$ cat config.mk
export PLATFORM = sky130hd
export DESIGN_NAME = tepct_top
export DESIGN_NICKNAME = d
export VERILOG_FILES = /design/src/common/tepct_pkg.sv /design/src/rtl/tepct_filter.sv /design/src/rtl/tepct_top.sv
export VERILOG_INCLUDE_DIRS = /design/src /design/src/common
export SDC_FILE = /design/constraint.sdc
export NUM_CORES = 1
export LEC_CHECK = 0
export BUFFER_PORTS_ARGS = -buffer_cell sky130_fd_sc_hd__buf_2
export CAP_MARGIN = 20
export CORE_MARGIN = 2
export CORE_UTILIZATION = 57
export DETAILED_ROUTE_END_ITERATION = 8
export PLACE_DENSITY = 0.81
export SLEW_MARGIN = 20
export SYNTH_ARGS = -nofsm -noshare
export SYNTH_HDL_FRONTEND = slang
export SYNTH_SLANG_ARGS = --single-unit
$ cat constraint.sdc
create_clock -name clk_i -period 2.6 [get_ports clk_i]
set_input_delay 0.13 -clock clk_i [delete_from_list [all_inputs] [get_ports clk_i]]
set_output_delay 0.13 -clock clk_i [all_outputs]
set_load 0.03 [all_outputs]
$ cat src/common/tepct_defines.svh
/*
 * Register offsets, field positions, reset values and timing counts for the
 * trigger/event/pulse timer. Assumes a 100 MHz system clock and a 32-bit
 * classic Wishbone register bus with word-aligned byte addresses.
 */
// Function
// - external trigger mode: wait for selected edge, then count source ticks
// - external trigger mode: compare match clears, halts, raises timer interrupt
// - stop-select 1: opposite edge before match clears and halts, no interrupt
// - stop-select 1: after halting, next trigger edge restarts count from zero
// - stop-select 0: opposite edge and repeat triggers ignored while counting
// - input filter drops pulses of four clocks or less; twelve always pass
// - low-speed and sleep modes bypass filter; one cycle pulse still needed
// - event mode: counter steps on each selected input edge
// - event mode: match tested on opposite edge; interrupt, clear, keep counting
// - auto-capture copies live count to capture register each counter step
// - window mode: count ticks gated by pin, selectable polarity; match clears
// - pulse-width mode starts on trigger edge; capture-edge field picks behaviour
// - single-edge: opposite edge captures, interrupts, loads one; trigger resumes
// - double-edge: capture on opposite edge and on trigger, then clear
// - single-edge: counter holds at one after capture until next edge
// - two-bit source select picks one of three prescaled source clocks
`ifndef TEPCT_DEFINES_SVH
`define TEPCT_DEFINES_SVH

// ----------------------------------------------------------------------
// register byte offsets
// ----------------------------------------------------------------------
`define TEPCT_OFS_CTRL      4'h0
`define TEPCT_OFS_COMPARE  4'h4
`define TEPCT_OFS_CAPTURE  4'h8
`define TEPCT_OFS_COUNT    4'hc
`define TEPCT_ADDR_STATUS  5'h10

// ----------------------------------------------------------------------
// field positions and reset values
// ----------------------------------------------------------------------
`define TEPCT_CTRL_W       10
`define TEPCT_STAT_RUN     0
`define TEPCT_STAT_SEEN    1
`define TEPCT_STAT_LEVEL   2
`define TEPCT_CTRL_RST     10'h000
`define TEPCT_COMPARE_RST  16'hffff

// ----------------------------------------------------------------------
// timing
// ----------------------------------------------------------------------
`define TEPCT_CLK_MHZ      100
// prescaler shifts for source select codes 00, 01, 10
`define TEPCT_DIV_SH0      11
`define TEPCT_DIV_SH1      7
`define TEPCT_DIV_SH2      3
// noise rejection in system clock periods (reject at or below, pass at)
`define TEPCT_NOISE_MAX    4
`define TEPCT_PASS_MIN     12
`define TEPCT_FILT_CNT     (`TEPCT_NOISE_MAX + 1)

`endif

$ cat src/common/tepct_pkg.sv
/*
 * Types for the trigger/event/pulse timer: modes, counter states and the
 * control register layout. Assumes tepct_defines.svh for widths.
 */
`include "tepct_defines.svh"
package tepct_pkg;

   typedef enum logic [1:0] {
      TEPCT_MODE_EXT_TRIG,
      TEPCT_MODE_EVENT,
      TEPCT_MODE_WINDOW,
      TEPCT_MODE_PULSE
   } tepct_mode_type;

   typedef enum logic {
      TEPCT_ST_HALT,
      TEPCT_ST_COUNT
   } tepct_state_type;

   // control register, bit 0 at the bottom
   typedef struct packed {
      logic           low_power;
      logic [1:0]     source_clock_select;
      logic           capture_edge_select;
      logic           auto_capture_enable;
      logic           trigger_stop_select;
      logic           run;
      logic           falling_sel;
      tepct_mode_type mode;
   } tepct_ctrl_type;

   // filtered view of the timer input pin
   typedef struct packed {
      logic level;
      logic rise;
      logic fall;
   } tepct_pin_type;

endpackage : tepct_pkg

$ cat src/rtl/tepct_filter.sv
/*
 * Noise rejection and edge detection for the timer input pin.
 * Assumes the pin is already synchronous to clk_i.
 */
`timescale 1ns/1ps
`include "tepct_defines.svh"
module tepct_filter #(
   parameter int FILT_CNT = `TEPCT_FILT_CNT
) (
   // clock and reset
   input  wire logic              clk_i,
   input  wire logic              rst_i,
   // pin and mode
   input  wire logic              pin_i,
   input  wire logic              bypass_i,
   // filtered result
   output tepct_pkg::tepct_pin_type pin_o
);

   logic       level_q;
   logic       level_d;
   logic [3:0] stable_q;

   // ----------------------------------------------------------------------
   // level qualification
   // ----------------------------------------------------------------------
   // without bypass_i, a new level is accepted only after FILT_CNT equal samples in a row
   always_ff @(posedge clk_i) begin
      if (rst_i || pin_i == level_q) begin
         stable_q <= 4'h0;
      end else if (stable_q != 4'(FILT_CNT)) begin
         stable_q <= stable_q + 4'h1;
      end
   end

   always_comb begin
      level_d = level_q;
      if (bypass_i) begin
         level_d = pin_i;
      end else if (pin_i != level_q && stable_q == 4'(FILT_CNT - 1)) begin
         level_d = pin_i;
      end
   end

   always_ff @(posedge clk_i) begin
      if (rst_i) begin
         level_q <= 1'b0;
      end else begin
         level_q <= level_d;
      end
   end

   // ----------------------------------------------------------------------
   // edge pulses, one clock wide
   // ----------------------------------------------------------------------
   always_ff @(posedge clk_i) begin
      if (rst_i) begin
         pin_o <= '0;
      end else begin
         pin_o.level <= level_d;
         pin_o.rise  <= level_d & ~level_q;
         pin_o.fall  <= ~level_d & level_q;
      end
   end

endmodule : tepct_filter

$ cat src/rtl/tepct_top.sv
/*
 * Trigger/event/pulse timer: 16-bit up-counter with external trigger,
 * event, window and pulse-width modes, auto-capture, and a classic
 * Wishbone slave. Assumes the pin input is synchronous to clk_i.
 */
// Implementation choices: the placing of the registers and the Wishbone interface to the registers.
`timescale 1ns/1ps
`include "tepct_defines.svh"
module tepct_top #(
   parameter int CNT_W    = 16,
   parameter int FILT_CNT = `TEPCT_FILT_CNT
) (
   // clock and reset
   input  wire logic              clk_i,
   input  wire logic              rst_i,
   // wishbone slave
   input  wire logic              wb_cyc_i,
   input  wire logic              wb_stb_i,
   input  wire logic              wb_we_i,
   input  wire logic [4:0]        wb_adr_i,
   input  wire logic [3:0]        wb_sel_i,
   input  wire logic [31:0]       wb_dat_i,
   output logic      [31:0]       wb_dat_o,
   output logic                   wb_ack_o,
   // timer pin and power mode
   input  wire logic              timer_input_pin_i,
   input  wire logic              low_speed_modes_i,
   input  wire logic              sleep_modes_i,
   // events
   output logic                   timer_match_irq_o
);

   localparam int CTRL_W = `TEPCT_CTRL_W;

   tepct_pkg::tepct_ctrl_type  timer_control_q;
   tepct_pkg::tepct_state_type state_q;
   tepct_pkg::tepct_pin_type   pin;
   logic [CNT_W-1:0]           compare_value_q;
   logic [CNT_W-1:0]           capture_value_q;
   logic [CNT_W-1:0]           count_q;
   logic [10:0]                presc_q;
   logic                       ack_q;
   logic                       seen_q;
   logic                       irq_q;
   logic [31:0]                wmask;
   logic                       wr_en;
   logic                       tick;
   logic                       trig_edge;
   logic                       opp_edge;
   logic                       gate_on;
   logic                       match;
   logic                       step;
   logic                       fire;
   logic                       grab;

   // ----------------------------------------------------------------------
   // input filter
   // ----------------------------------------------------------------------
   tepct_filter #(
      .FILT_CNT (FILT_CNT)
   ) u_filter (
      .clk_i    (clk_i),
      .rst_i    (rst_i),
      .pin_i    (timer_input_pin_i),
      .bypass_i (timer_control_q.low_power | low_speed_modes_i |
                 sleep_modes_i),
      .pin_o    (pin)
   );

   assign trig_edge = timer_control_q.falling_sel ? pin.fall : pin.rise;
   assign opp_edge  = timer_control_q.falling_sel ? pin.rise : pin.fall;
   // window gate: falling_sel low means count while the pin is high
   assign gate_on   = pin.level ^ timer_control_q.falling_sel;
   assign match     = (count_q == compare_value_q);

   // ----------------------------------------------------------------------
   // source clock prescaler
   // ----------------------------------------------------------------------
   // free running so a restart does not shift the tick phase
   always_ff @(posedge clk_i) begin
      if (rst_i) begin
         presc_q <= 11'h000;
      end else begin
         presc_q <= presc_q + 11'h001;
      end
   end

   always_comb begin
      case (timer_control_q.source_clock_select)
         2'b00:   tick = &presc_q[`TEPCT_DIV_SH0-1:0];
         2'b01:   tick = &presc_q[`TEPCT_DIV_SH1-1:0];
         default: tick = &presc_q[`TEPCT_DIV_SH2-1:0];
      endcase
   end

   // ----------------------------------------------------------------------
   // wishbone slave
   // ----------------------------------------------------------------------
   genvar b;
   generate
      for (b = 0; b < 4; b++) begin : g_lane
         assign wmask[8*b +: 8] = {8{wb_sel_i[b]}};
      end
   endgenerate

   // a write lands at the edge where the master samples ack high
   assign wr_en = wb_cyc_i & wb_stb_i & wb_we_i & ack_q;

   always_ff @(posedge clk_i) begin
      if (rst_i) begin
         ack_q <= 1'b0;
      end else begin
         ack_q <= wb_cyc_i & wb_stb_i & ~ack_q;
      end
   end
   assign wb_ack_o = ack_q;

   always_ff @(posedge clk_i) begin
      if (rst_i) begin
         wb_dat_o <= 32'h0000_0000;
      end else if (wb_cyc_i && wb_stb_i && !ack_q) begin
         case (wb_adr_i)
            {1'b0, `TEPCT_OFS_CTRL}:
               wb_dat_o <= 32'(timer_control_q);
            {1'b0, `TEPCT_OFS_COMPARE}:
               wb_dat_o <= 32'(compare_value_q);
            {1'b0, `TEPCT_OFS_CAPTURE}:
               wb_dat_o <= 32'(capture_value_q);
            {1'b0, `TEPCT_OFS_COUNT}:
               wb_dat_o <= 32'(count_q);
            `TEPCT_ADDR_STATUS:
               wb_dat_o <= {29'h0, pin.level, seen_q,
                            state_q == tepct_pkg::TEPCT_ST_COUNT};
            default:
               wb_dat_o <= 32'h0000_0000;
         endcase
      end
   end

   always_ff @(posedge clk_i) begin
      if (rst_i) begin
         timer_control_q <= `TEPCT_CTRL_RST;
      end else if (wr_en && wb_adr_i == {1'b0, `TEPCT_OFS_CTRL}) begin
         timer_control_q <= tepct_pkg::tepct_ctrl_type'(CTRL_W'(
            (32'(timer_control_q) & ~wmask) | (wb_dat_i & wmask)));
      end
   end

   always_ff @(posedge clk_i) begin
      if (rst_i) begin
         compare_value_q <= CNT_W'(`TEPCT_COMPARE_RST);
      end else if (wr_en && wb_adr_i == {1'b0, `TEPCT_OFS_COMPARE}) begin
         compare_value_q <= CNT_W'((32'(compare_value_q) & ~wmask) |
                                   (wb_dat_i & wmask));
      end
   end

   // sticky match flag, write one to clear; a new event wins over the clear
   always_ff @(posedge clk_i) begin
      if (rst_i) begin
         seen_q <= 1'b0;
      end else if (fire) begin
         seen_q <= 1'b1;
      end else if (wr_en && wb_adr_i == `TEPCT_ADDR_STATUS && wb_sel_i[0] &&
                   wb_dat_i[`TEPCT_STAT_SEEN]) begin
         seen_q <= 1'b0;
      end
   end

   // ----------------------------------------------------------------------
   // counter state machine
   // ----------------------------------------------------------------------
   always_ff @(posedge clk_i) begin
      if (rst_i || !timer_control_q.run) begin
         state_q <= tepct_pkg::TEPCT_ST_HALT;
         count_q <= '0;
      end else begin
         case (timer_control_q.mode)
            tepct_pkg::TEPCT_MODE_EXT_TRIG: begin
               case (state_q)
                  tepct_pkg::TEPCT_ST_HALT: begin
                     if (trig_edge) begin
                        state_q <= tepct_pkg::TEPCT_ST_COUNT;
                        count_q <= '0;
                     end
                  end
                  tepct_pkg::TEPCT_ST_COUNT: begin
                     if (tick && match) begin
                        state_q <= tepct_pkg::TEPCT_ST_HALT;
                        count_q <= '0;
                     end else if (opp_edge &&
                                  timer_control_q.trigger_stop_select) begin
                        state_q <= tepct_pkg::TEPCT_ST_HALT;
                        count_q <= '0;
                     end else if (tick) begin
                        // repeat triggers fall through unused
                        count_q <= count_q + 1'b1;
                     end
                  end
                  default: state_q <= tepct_pkg::TEPCT_ST_HALT;
               endcase
            end
            tepct_pkg::TEPCT_MODE_EVENT: begin
               state_q <= tepct_pkg::TEPCT_ST_COUNT;
               if (opp_edge && match) begin
                  count_q <= '0;
               end else if (trig_edge) begin
                  count_q <= count_q + 1'b1;
               end
            end
            tepct_pkg::TEPCT_MODE_WINDOW: begin
               state_q <= tepct_pkg::TEPCT_ST_COUNT;
               if (tick && gate_on) begin
                  count_q <= match ? '0 : count_q + 1'b1;
               end
            end
            tepct_pkg::TEPCT_MODE_PULSE: begin
               case (state_q)
                  tepct_pkg::TEPCT_ST_HALT: begin
                     // count_q keeps 1 after a single-edge capture
                     if (trig_edge) begin
                        state_q <= tepct_pkg::TEPCT_ST_COUNT;
                     end
                  end
                  tepct_pkg::TEPCT_ST_COUNT: begin
                     if (opp_edge && timer_control_q.capture_edge_select) begin
                        state_q <= tepct_pkg::TEPCT_ST_HALT;
                        count_q <= CNT_W'(1);
                     end else if (trig_edge &&
                                  !timer_control_q.capture_edge_select) begin
                        count_q <= '0;
                     end else if (tick) begin
                        count_q <= count_q + 1'b1;
                     end
                  end
                  default: state_q <= tepct_pkg::TEPCT_ST_HALT;
               endcase
            end
            default: state_q <= tepct_pkg::TEPCT_ST_HALT;
         endcase
      end
   end

   // ----------------------------------------------------------------------
   // interrupt and capture events
   // ----------------------------------------------------------------------
   always_comb begin
      fire = 1'b0;
      grab = 1'b0;
      step = 1'b0;
      if (timer_control_q.run) begin
         case (timer_control_q.mode)
            tepct_pkg::TEPCT_MODE_EXT_TRIG: begin
               step = state_q == tepct_pkg::TEPCT_ST_COUNT && tick;
               fire = step && match;
            end
            tepct_pkg::TEPCT_MODE_EVENT: begin
               step = trig_edge;
               fire = opp_edge && match;
            end
            tepct_pkg::TEPCT_MODE_WINDOW: begin
               step = tick && gate_on;
               fire = step && match;
            end
            tepct_pkg::TEPCT_MODE_PULSE: begin
               if (state_q == tepct_pkg::TEPCT_ST_COUNT) begin
                  step = tick;
                  grab = opp_edge ||
                         (trig_edge && !timer_control_q.capture_edge_select);
                  fire = grab;
               end
            end
            default: fire = 1'b0;
         endcase
      end
   end

   always_ff @(posedge clk_i) begin
      if (rst_i) begin
         capture_value_q <= '0;
      end else if (grab) begin
         capture_value_q <= count_q;
      end else if (step && timer_control_q.auto_capture_enable) begin
         capture_value_q <= count_q;
      end
   end

   // one clock pulse per event
   always_ff @(posedge clk_i) begin
      if (rst_i) begin
         irq_q <= 1'b0;
      end else begin
         irq_q <= fire;
      end
   end
   assign timer_match_irq_o = irq_q;

endmodule : tepct_top

==> impl_results.md, run 1 <==
- Hold Vio Cnt, Final: 0
- CTS tree: done
- Avg Inst Size Synth: 8.968 um^2
- HPWL Detailed: 9.826 mm
- Mapped Area: between 0.005 and 0.006 mm^2
- Flop-to-flop setup slack: ~0.093 ns
- Core ar.: 0.009109 mm^2
- Max-cap viol count: 0
- Pwr/cell area: 428.0 mW/mm^2
- Total GRT Usage: 27.03%
- Largest net degree at the start of global routing: 35
- CTS clk-pin slew, worst paths: approximately 0.10 ns
- DRC Markers: 0
- IO Pins: 83
- Total number of vias: 4774
- Vias per cell: 6.113
- Most common cell in the netlist: dfxtp_1
- Sw Ratio: 26.47%
- Met3 usage in global routing: 3.969%
- Worst Tran Pin Value: 0.7161 ns
- DRT iter0 DRCs: 423
- Combinational power share: 7.6%
- Final Slew Violations: 0
- Remaining antenna violation count: 0
- DR WL/cell: 17.54 um
- Crit path time final: 2.507 ns
- Layout Skew: 0.01553 ns
- Setup violators final: 0
- F_max: 398.9 MHz
- CP Data Arrival Time: approximately 2.8 ns
- VDD IR max: 0.2560 mV
- Initial antenna violation count: 0
- Synth Flop Type: dfxtp_1
- Top cells by instance count after synthesis: dfxtp_1, nor2_1, mux2i_1
- Synth async-reset ratio: 0%
- Placed cell count: 753
- Setup crit end kind: flip-flop
- CP Launch Type: flip-flop
- Period utilization: 96.42%
- Final cell count without fillers: 781
- Fill cells: 698
- GR Layer Usage met2: 44.71%
- Met1 usage: 34.65%
- Number of cells on the worst hold path: 3
- Synth top area share: 36.32%
- Clk Latency, worst-skew pair: 0.36 ns
- Final Total Pwr: 2.603 mW
- Clock buffer depth: 2
- Cells after Synth: 590
- GRT Max-Usage Layer: met2
- Share of layout cells above drive strength 1: 22.69%
- Grt total ovfl: 0
- # port buffers: 48
- Part of the power in registers: 57.4%
- Worst R2R Path Depth: 9
- Die ar.: 0.01007 mm^2
- Worst r2r src: presc_q[1]
- Reg2reg end: count_q[6]
- Drt pass-1 iters: 5
- Core Rows: 35
- Ant diodes: 0
- Worst hold start: wb_dat_i[3]
- Yosys top cell by area: dfxtp_1
- Initial Utilization: around 58%
- Synth cell types: 68
- Slew headroom: 52.11%
- Die Span Y: 100.4 um
- Crit path max fanout: 10
- Critical path type: flip-flop to flip-flop
- P_sw: approximately 0.69 mW
- Vias in the first global route: 4472
- Flip-flop and latch count after synthesis: 96
- Layout overhead on the synthesized area: 14.94%
- Post-layout net count: around 730
- Final WL: about 14 mm
- Hold Path Class: primary input to flip-flop
- Total clock buffers created by CTS: 9
- Int Power: between 1.5 and 2 mW
- Yosys Warn Count: 0
- Ranking of synthesized cells by area: dfxtp_1, mux2i_1, nor2_1
- Root Driver: clkbuf_8
- CTS sink cnt: 96
- CP required: 2.87 ns
- First-pass GRT wire length: 21.61 mm
- Register area share after synthesis: a little over a third
- LEAKAGE: roughly 2.5 nW
- Die Width: 100.4 um
- Post-synth EDFFs: 0
- Gpl congestion: roughly 0.94
- Outcome: completed
- # H-tree levels: 3
- Clk pwr share: about a third
logic make-up (layout without fill, tap and decap cells):
family / Yosys count / after routing / share of synthesized area [%]
XOR/XNOR: 27 / 27 / 4.611
buffers and inverters: 70 / 135 / 6.834
flip-flops: 96 / 96 / 36.32
AND/OR/NAND/NOR: 207 / 207 / 19.11
other: 1 / 16 / 0.07087
AO/OA/AOI/OAI: 114 / 114 / 15.82
multiplexers: 64 / 64 / 14.64
adder cells (fa/ha/maj): 11 / 11 / 2.601
how the worst max path moves through the flow:
stage,start,to,cells past startpoint,slack (ns)
after CTS,flip-flop,count_q[7],10,0.02
final,presc_q[1],count_q[6],9,0.09
after floorplan,presc_q[0],capture_value_q[1],9,0.39
after detailed placement,flip-flop,count_q[7],10,0.07
after global placement,flip-flop,count_q[7],10,0.13
after global routing,presc_q[0],count_q[6],9,-0.03
layout make-up:
| cell class | instances | area (um^2) | share of cell area (%) |
|---|---|---|---|
| multi-input cells | 439 | 3089 | 50.79 |
| well taps | 111 | 138.9 | 2.283 |
| inverters | 19 | 71.32 | 1.173 |
| repair buffers | 100 | 675.6 | 11.11 |
| clock inverters | 6 | 52.55 | 0.8640 |
| clock buffers | 10 | 127.6 | 2.098 |
| flip-flops and latches | 96 | 1927 | 31.68 |
per-layer routing:
layer  vias up  part of all wire [%]
met2       239                    48
met4         0                   3.3
li1       2237                     -
met3        44                   6.7
met5         -                     0
met1      2254                    42
worst max-delay path, stage by stage, from the launching register on:
cell and delay, ns:
dfxtp_1 0.39, ha_1 0.19, nand3_1 0.11, o41a_1 0.43, o21a_1 0.23, a211oi_4 0.40, buf_4 0.23, buf_12 0.13
o2111ai_1 0.10, a22oi_1 0.20
placed cells by master, fill, tap and decap left out, types with 18 or more instances in the layout:
cell / n
a21oi_1: 18
inv_1: 18
o21ai_0: 19
a22oi_1: 21
dfxtp_1: 92
xor2_1: 21
nand2_1: 40
mux2i_1: 46
buf_2: 48
buf_4: 42
nor2_1: 85
what timing repair did:
action / in CTS / in global routing
endpoints found under the hold margin: 8 / 0
setup buffers: 0 / 4
gates resized for setup: 0 / 8
hold buffers: 8 / 0
setup endpoints to repair: 0 / 29
power by group through the flow:
stage	Combinational (mW)	Sequential, mW	Clock [mW]
2_1_floorplan	0.143	1.53	0
3_3_place_gp	0.179	1.53	0
3_5_place_dp	0.183	1.53	0
4_1_cts	0.194	1.49	0.917
5_1_grt	0.214	1.50	0.987
6_report	0.198	1.49	0.912
metrics by stage:
| stage | hold slack (ns) | utilization (%) | worst slack (ns) | TNS, ns | instance area, um^2 |
|---|---|---|---|---|---|
| global route | 0.03149 | 66.77 | -0.03271 | -0.06125 | 6082 |
| detailed placement | 0.3430 | 63.19 | 0.07310 | 0 | 5756 |
| floorplan | 0.2541 | - | 0.3939 | 0 | 5348 |
| finish | 0.02168 | 66.77 | 0.09305 | 0 | 6082 |
| CTS | 0.01772 | 66.04 | 0.02408 | 0 | 6016 |
| global placement | 0.3373 | 63.19 | 0.1283 | 0 | 5756 |
No activity file was read; power rests on OpenSTA's default activity.
==> run 2, diff against run 1 <==
- CORE_UTILIZATION: 57 -> 40
- PLACE_DENSITY: 0.81 -> 0.61
==> impl_results.md, run 2 (synthesized netlist as in run 1, its figures left out) <==
- Outcome: completed
- HPWL Detailed: slightly above 10 mm
- Clock buffer depth: 2
- Placed cell areas: 0.005832 mm^2
- CP Data Arrival Time: 2.68 ns
- F_max: 411.4 MHz
- DR WL/cell: 16.28 um
- Remaining antenna violation count: 0
- Drt pass-1 iters: 6
- Clk Latency, worst-skew pair: 0.34 ns
- Core ar.: 0.01309 mm^2
- DRC Markers: 0
- Ant diodes: 0
- Placed cell count: 819
- Final WL: 13.71 mm
- Flop-to-flop setup slack: 0.17 ns
- Max-cap viol count: 0
- CTS sink cnt: 96
- Reg2reg end: count_q[12]
- Root Driver: clkbuf_16
- Period utilization: 93.49%
- Die Width: between 100 and 150 um
- Share of layout cells above drive strength 1: about 23%
- RSZ-0062 raised after global routing: false
- Vias in the first global route: between 4000 and 5000
- Critical path type: flip-flop to flip-flop
- Worst R2R Path Depth: 8
- CTS clk-pin slew, worst paths: 0.07 ns
- Largest net degree at the start of global routing: 58
- Most frequent cells in the layout: dfxtp_1, nor2_1, buf_2, mux2i_1, buf_4
- Setup crit end kind: flip-flop
- LEAKAGE: 2.570 nW
- Setup violators final: 0
- Final cell count without fillers: 842
- Total clock buffers created by CTS: 9
- Total GRT Usage: 19.75%
- Vias per cell: 5.464
- Post-Layout Inst Area: 0.006254 mm^2
- # port buffers: between 40 and 50
- Hold Vio Cnt, Final: 0
- CTS tree: done
- Die Span Y: approximately 120 um
- IO Pins: 83
- Setup TNS: 0 ns
- Slew headroom: between 50% and 60%
- # H-tree levels: 3
- Crit path max fanout: 5
- CP required: 2.85 ns
- Core Rows: 42
- Worst Tran Pin Value: just over 0.7 ns
- Final Slew Violations: 0
- Grt total ovfl: 0
- DRT iter0 DRCs: just over 400
- Layout overhead on the synthesized area: 18.18%
- Pwr/cell area: around 500 mW/mm^2
- Initial antenna violation count: 0
- VDD IR max: 0.3112 mV
- Setup crit start: presc_q[0]
- Crit path time final: 2.431 ns
- CP Launch Type: flip-flop
- Hold Path Class: primary input to flip-flop
- First-pass GRT wire length: 22.33 mm
- Most common cell after layout, fill and taps aside: dfxtp_1
- Initial Utilization: 40.44%
- Gpl congestion: 0.8606
- Die ar.: ~0.014 mm^2
- Total number of vias: 4601
- Post-layout net count: roughly 700
- Layout Skew: 0.009421 ns
- Critical path endpoint: count_q[12]
- Worst r2r src: presc_q[0]
[run 2: changes by cell type in the layout (fill, tap and decap cells not counted), sizes merged]
cell / previous run / this run
clkinv: 0 / 1
clkinvlp: 4 / 1
dlygate4sd3: 8 / 5
bufinv: 0 / 2
buf: 92 / 91
[run 2: stage by stage]
| stage | setup WS, ns | utilization (%) | hold slack, ns | power [mW] |
|---|---|---|---|---|
| floorplan | 0.3939 | - | 0.2541 | 1.671 |
| global placement | 0.02797 | 44.57 | 0.3376 | 1.709 |
| detailed placement | 0.01568 | 44.57 | 0.3470 | 1.713 |
| CTS | 0.0001950 | 47.47 | 0.01132 | 3.160 |
| global route | 0.007706 | 47.79 | 0.02308 | 3.242 |
| finish | 0.1692 | 47.79 | 0.01750 | 3.135 |
[run 2: how the worst min path moves through the flow]
stage,from,end,cells after the start
2_1_floorplan,wb_dat_i[13],flip-flop,2
3_3_place_gp,wb_dat_i[12],flip-flop,3
3_5_place_dp,wb_dat_i[10],flip-flop,3
4_1_cts,wb_dat_i[0],flip-flop,3
5_1_grt,wb_dat_i[3],flip-flop,3
6_report,wb_dat_i[0],flip-flop,3
[run 2: area by class of cell]
type | count | area, um^2
timing repair buffer | 96 | 616.8
fill | 1246 | 6832
clock inverter | 6 | 90.09
tap | 176 | 220.2
sequential | 96 | 1924
inverter | 19 | 71.32
clock buffer | 10 | 239.0
multi-input combinational | 439 | 3092
[run 2: repair_timing]
action / CTS / global route
hold buffers: 5 / 0
endpoints found under the hold margin: 5 / 0
endpoints found under the setup margin: 0 / 12
resized for setup: 0 / 8
setup buffers: 0 / 2
[run 2: critical path, cell delays in order (launching register included)]
cell	delay, ns
dfxtp_1	0.37
ha_1	0.18
nand3_1	0.16
o41a_1	0.46
o21a_1	0.24
a211oi_4	0.34
buf_4	0.17
nand3_2	0.13
o31ai_1	0.27
[run 2: where the power goes]
group	internal (mW)	switching (mW)
combinational	0.0696	0.124
sequential	1.48	0.0118
clock	0.874	0.575
[run 2: routing by layer]
metal | share of wire [%] | track usage, % | vias to the layer above
li1 | - | - | 2225
met1 | 46 | 25.31 | 2244
met3 | 3.3 | 2.586 | 18
met5 | 0 | 0 | -
met2 | 49 | 33.91 | 114
met4 | 1.7 | 7.292 | 0
==> run 3, diff against run 2 <==
- CELL_PAD_IN_SITES_DETAIL_PLACEMENT: not set -> 1
- CELL_PAD_IN_SITES_GLOBAL_PLACEMENT: not set -> 1
- PLACE_DENSITY: 0.61 -> 0.76
==> impl_results.md, run 3 (synthesized netlist as in run 1, its figures left out) <==
- Layout overhead on the synthesized area: 18.40%
- CTS clk-pin slew, worst paths: 0.07 ns
- Ant diodes: 0
- CTS tree: done
- Post-layout net count: about 720
- Crit path time final: 2.454 ns
- Core ar.: 0.01309 mm^2
- Layout Skew: 0.007492 ns
- Slowest cell on the critical path: o41a_1
- CP required: around 2.9 ns
- Post-CTS Setup Bufs: 0
- Critical path cell sequence: ha_1 -> nand3_1 -> o41a_1 -> o21a_1 -> a211oi_4 -> buf_12 -> buf_4 -> a31oi_1 -> a211oi_2
- Setup violators final: 0
- LEAKAGE: approximately 2.6 nW
- Final WL: between 15 and 20 mm
- Crit path max fanout: 12
- Vias per cell: approximately 5.5
- Hold Vio Cnt, Final: 0
- Most frequent cells in the layout: dfxtp_1, nor2_1, buf_2, mux2i_1, buf_4
- Clock buffer depth: 2
- Remaining antenna violation count: 0
- # port buffers: 48
- Die Width: 119.0 um
- Core Rows: 42
- Post-Layout Inst Area: 0.006265 mm^2
- Outcome: completed
- Initial antenna violation count: 0
- Total clock buffers created by CTS: 9
- Slew headroom: approximately 48%
- Pwr/cell area: 477.9 mW/mm^2
- RSZ-0062 raised after global routing: true
- Period utilization: a little over nine tenths
- DR WL/cell: ~19 um
- CP Launch Type: flip-flop
- Layout Utilization: 47.88%
- Share of layout cells above drive strength 1: 22.75%
- Max-cap viol count: 0
- Most common cell after layout, fill and taps aside: dfxtp_1
- # H-tree levels: 3
- Placed cell count: 823
- Root Driver: clkbuf_16
- DRT iter0 DRCs: 320
- Max incr delay on CP: around 0.40 ns
- Largest net degree at the start of global routing: 40
- Clk Latency, worst-skew pair: approximately 0.35 ns
- Worst Tran Pin Value: 0.7787 ns
- Placed cell areas: 0.005874 mm^2
- Total GRT Usage: 23.11%
- Grt total ovfl: 0
- Initial Utilization: 40.44%
- Setup crit end kind: flip-flop
- HPWL Detailed: 11.77 mm
- F_max: 407.4 MHz
- Die Span Y: 119.0 um
- Pre-CTS setup slack: 0.06697 ns
- First-pass GRT wire length: 25.74 mm
- Gpl congestion: 0.8939
- Hold Path Class: primary input to flip-flop
- Final Total Pwr: approximately 3 mW
- Total number of vias: 4668
- CTS sink cnt: 96
- Final worst slack: around 0.15 ns
- DRC Markers: 0
- Final Slew Violations: 0
- Final cell count without fillers: 844
- Number of cells on the worst hold path: 3
- Die ar.: roughly 0.014 mm^2
- VDD IR max: 0.3765 mV
- Worst R2R Path Depth: 9
- Critical path type: flip-flop to flip-flop
- Drt pass-1 iters: 4
- CP Data Arrival Time: 2.71 ns
- IO Pins: 83
- Vias in the first global route: 4882
[run 3: cell types whose count changed in the layout (fill, tap and decap cells not counted), moves of 2 or more]
cell	previous run	this run
buf_4	42	44
inv_8	0	2
dfxtp_1	94	96
clkinv_4	0	3
bufinv_16	2	0
dfxtp_2	2	0
[run 3: layer usage]
| metal | vias up | track usage [%] | routed length [um] |
|---|---|---|---|
| met5 | - | 0 | 0 |
| met4 | 0 | 8.333 | 311 |
| met3 | 21 | 3.736 | 579 |
| met2 | 93 | 39.66 | 7920 |
| met1 | 2327 | 29.26 | 7209 |
| li1 | 2227 | - | - |
[run 3: what timing repair did]
| action | 4_1_cts | 5_1_grt |
|---|---|---|
| hold buffers | 5 | 0 |
| cloned | 0 | 0 |
| gates resized for setup | 1 | 10 |
| setup endpoints to repair | 1 | 19 |
| hold endpoints to repair | 5 | 0 |
| pin swaps | 0 | 3 |
[run 3: final timing paths]
path / start / endpoint / slack [ns]
setup / recovery: presc_q[0] / count_q[8] / 0.15
hold / removal: wb_dat_i[3] / flip-flop / 0.02
setup reg to reg: presc_q[0] / count_q[8] / 0.15
hold reg to reg: presc_q[0] / presc_q[0] / 0.46
[run 3: critical path, delay by kind of cell (launching register included)]
kind                     cells  cell delay [ns]
AO/OA/AOI/OAI                5             1.23
flip-flops                   1             0.37
buffers and inverters        2             0.37
adder cells (fa/ha/maj)      1             0.20
AND/OR/NAND/NOR              1             0.18
[run 3: where the power goes]
part / leakage [nW] / internal [mW] / switching, mW / total (mW)
clock network: 0.144 / 0.670 / 0.630 / 1.30
registers: 0.775 / 1.48 / 0.0129 / 1.49
logic: 1.67 / 0.0702 / 0.131 / 0.201
total: 2.59 / 2.22 / 0.774 / 2.99
[run 3: layout make-up]
type                            count  area, um^2
Tap cell                          176       220.2
Timing Repair Buffer               98       640.6
Multi-Input combinational cell    439        3123
Inverter                           19       71.32
Sequential cell                    96        1922
Clock inverter                      7       62.56
Clock buffer                        9       225.2
Fill cell                        1521        6820
[run 3: stage by stage]
step | hold WS [ns] | setup TNS (ns)
global route | 0.01729 | -0.007926
finish | 0.01930 | 0
detailed placement | 0.3487 | 0
global placement | 0.3373 | 0
floorplan | 0.2541 | 0
CTS | 0.01523 | 0
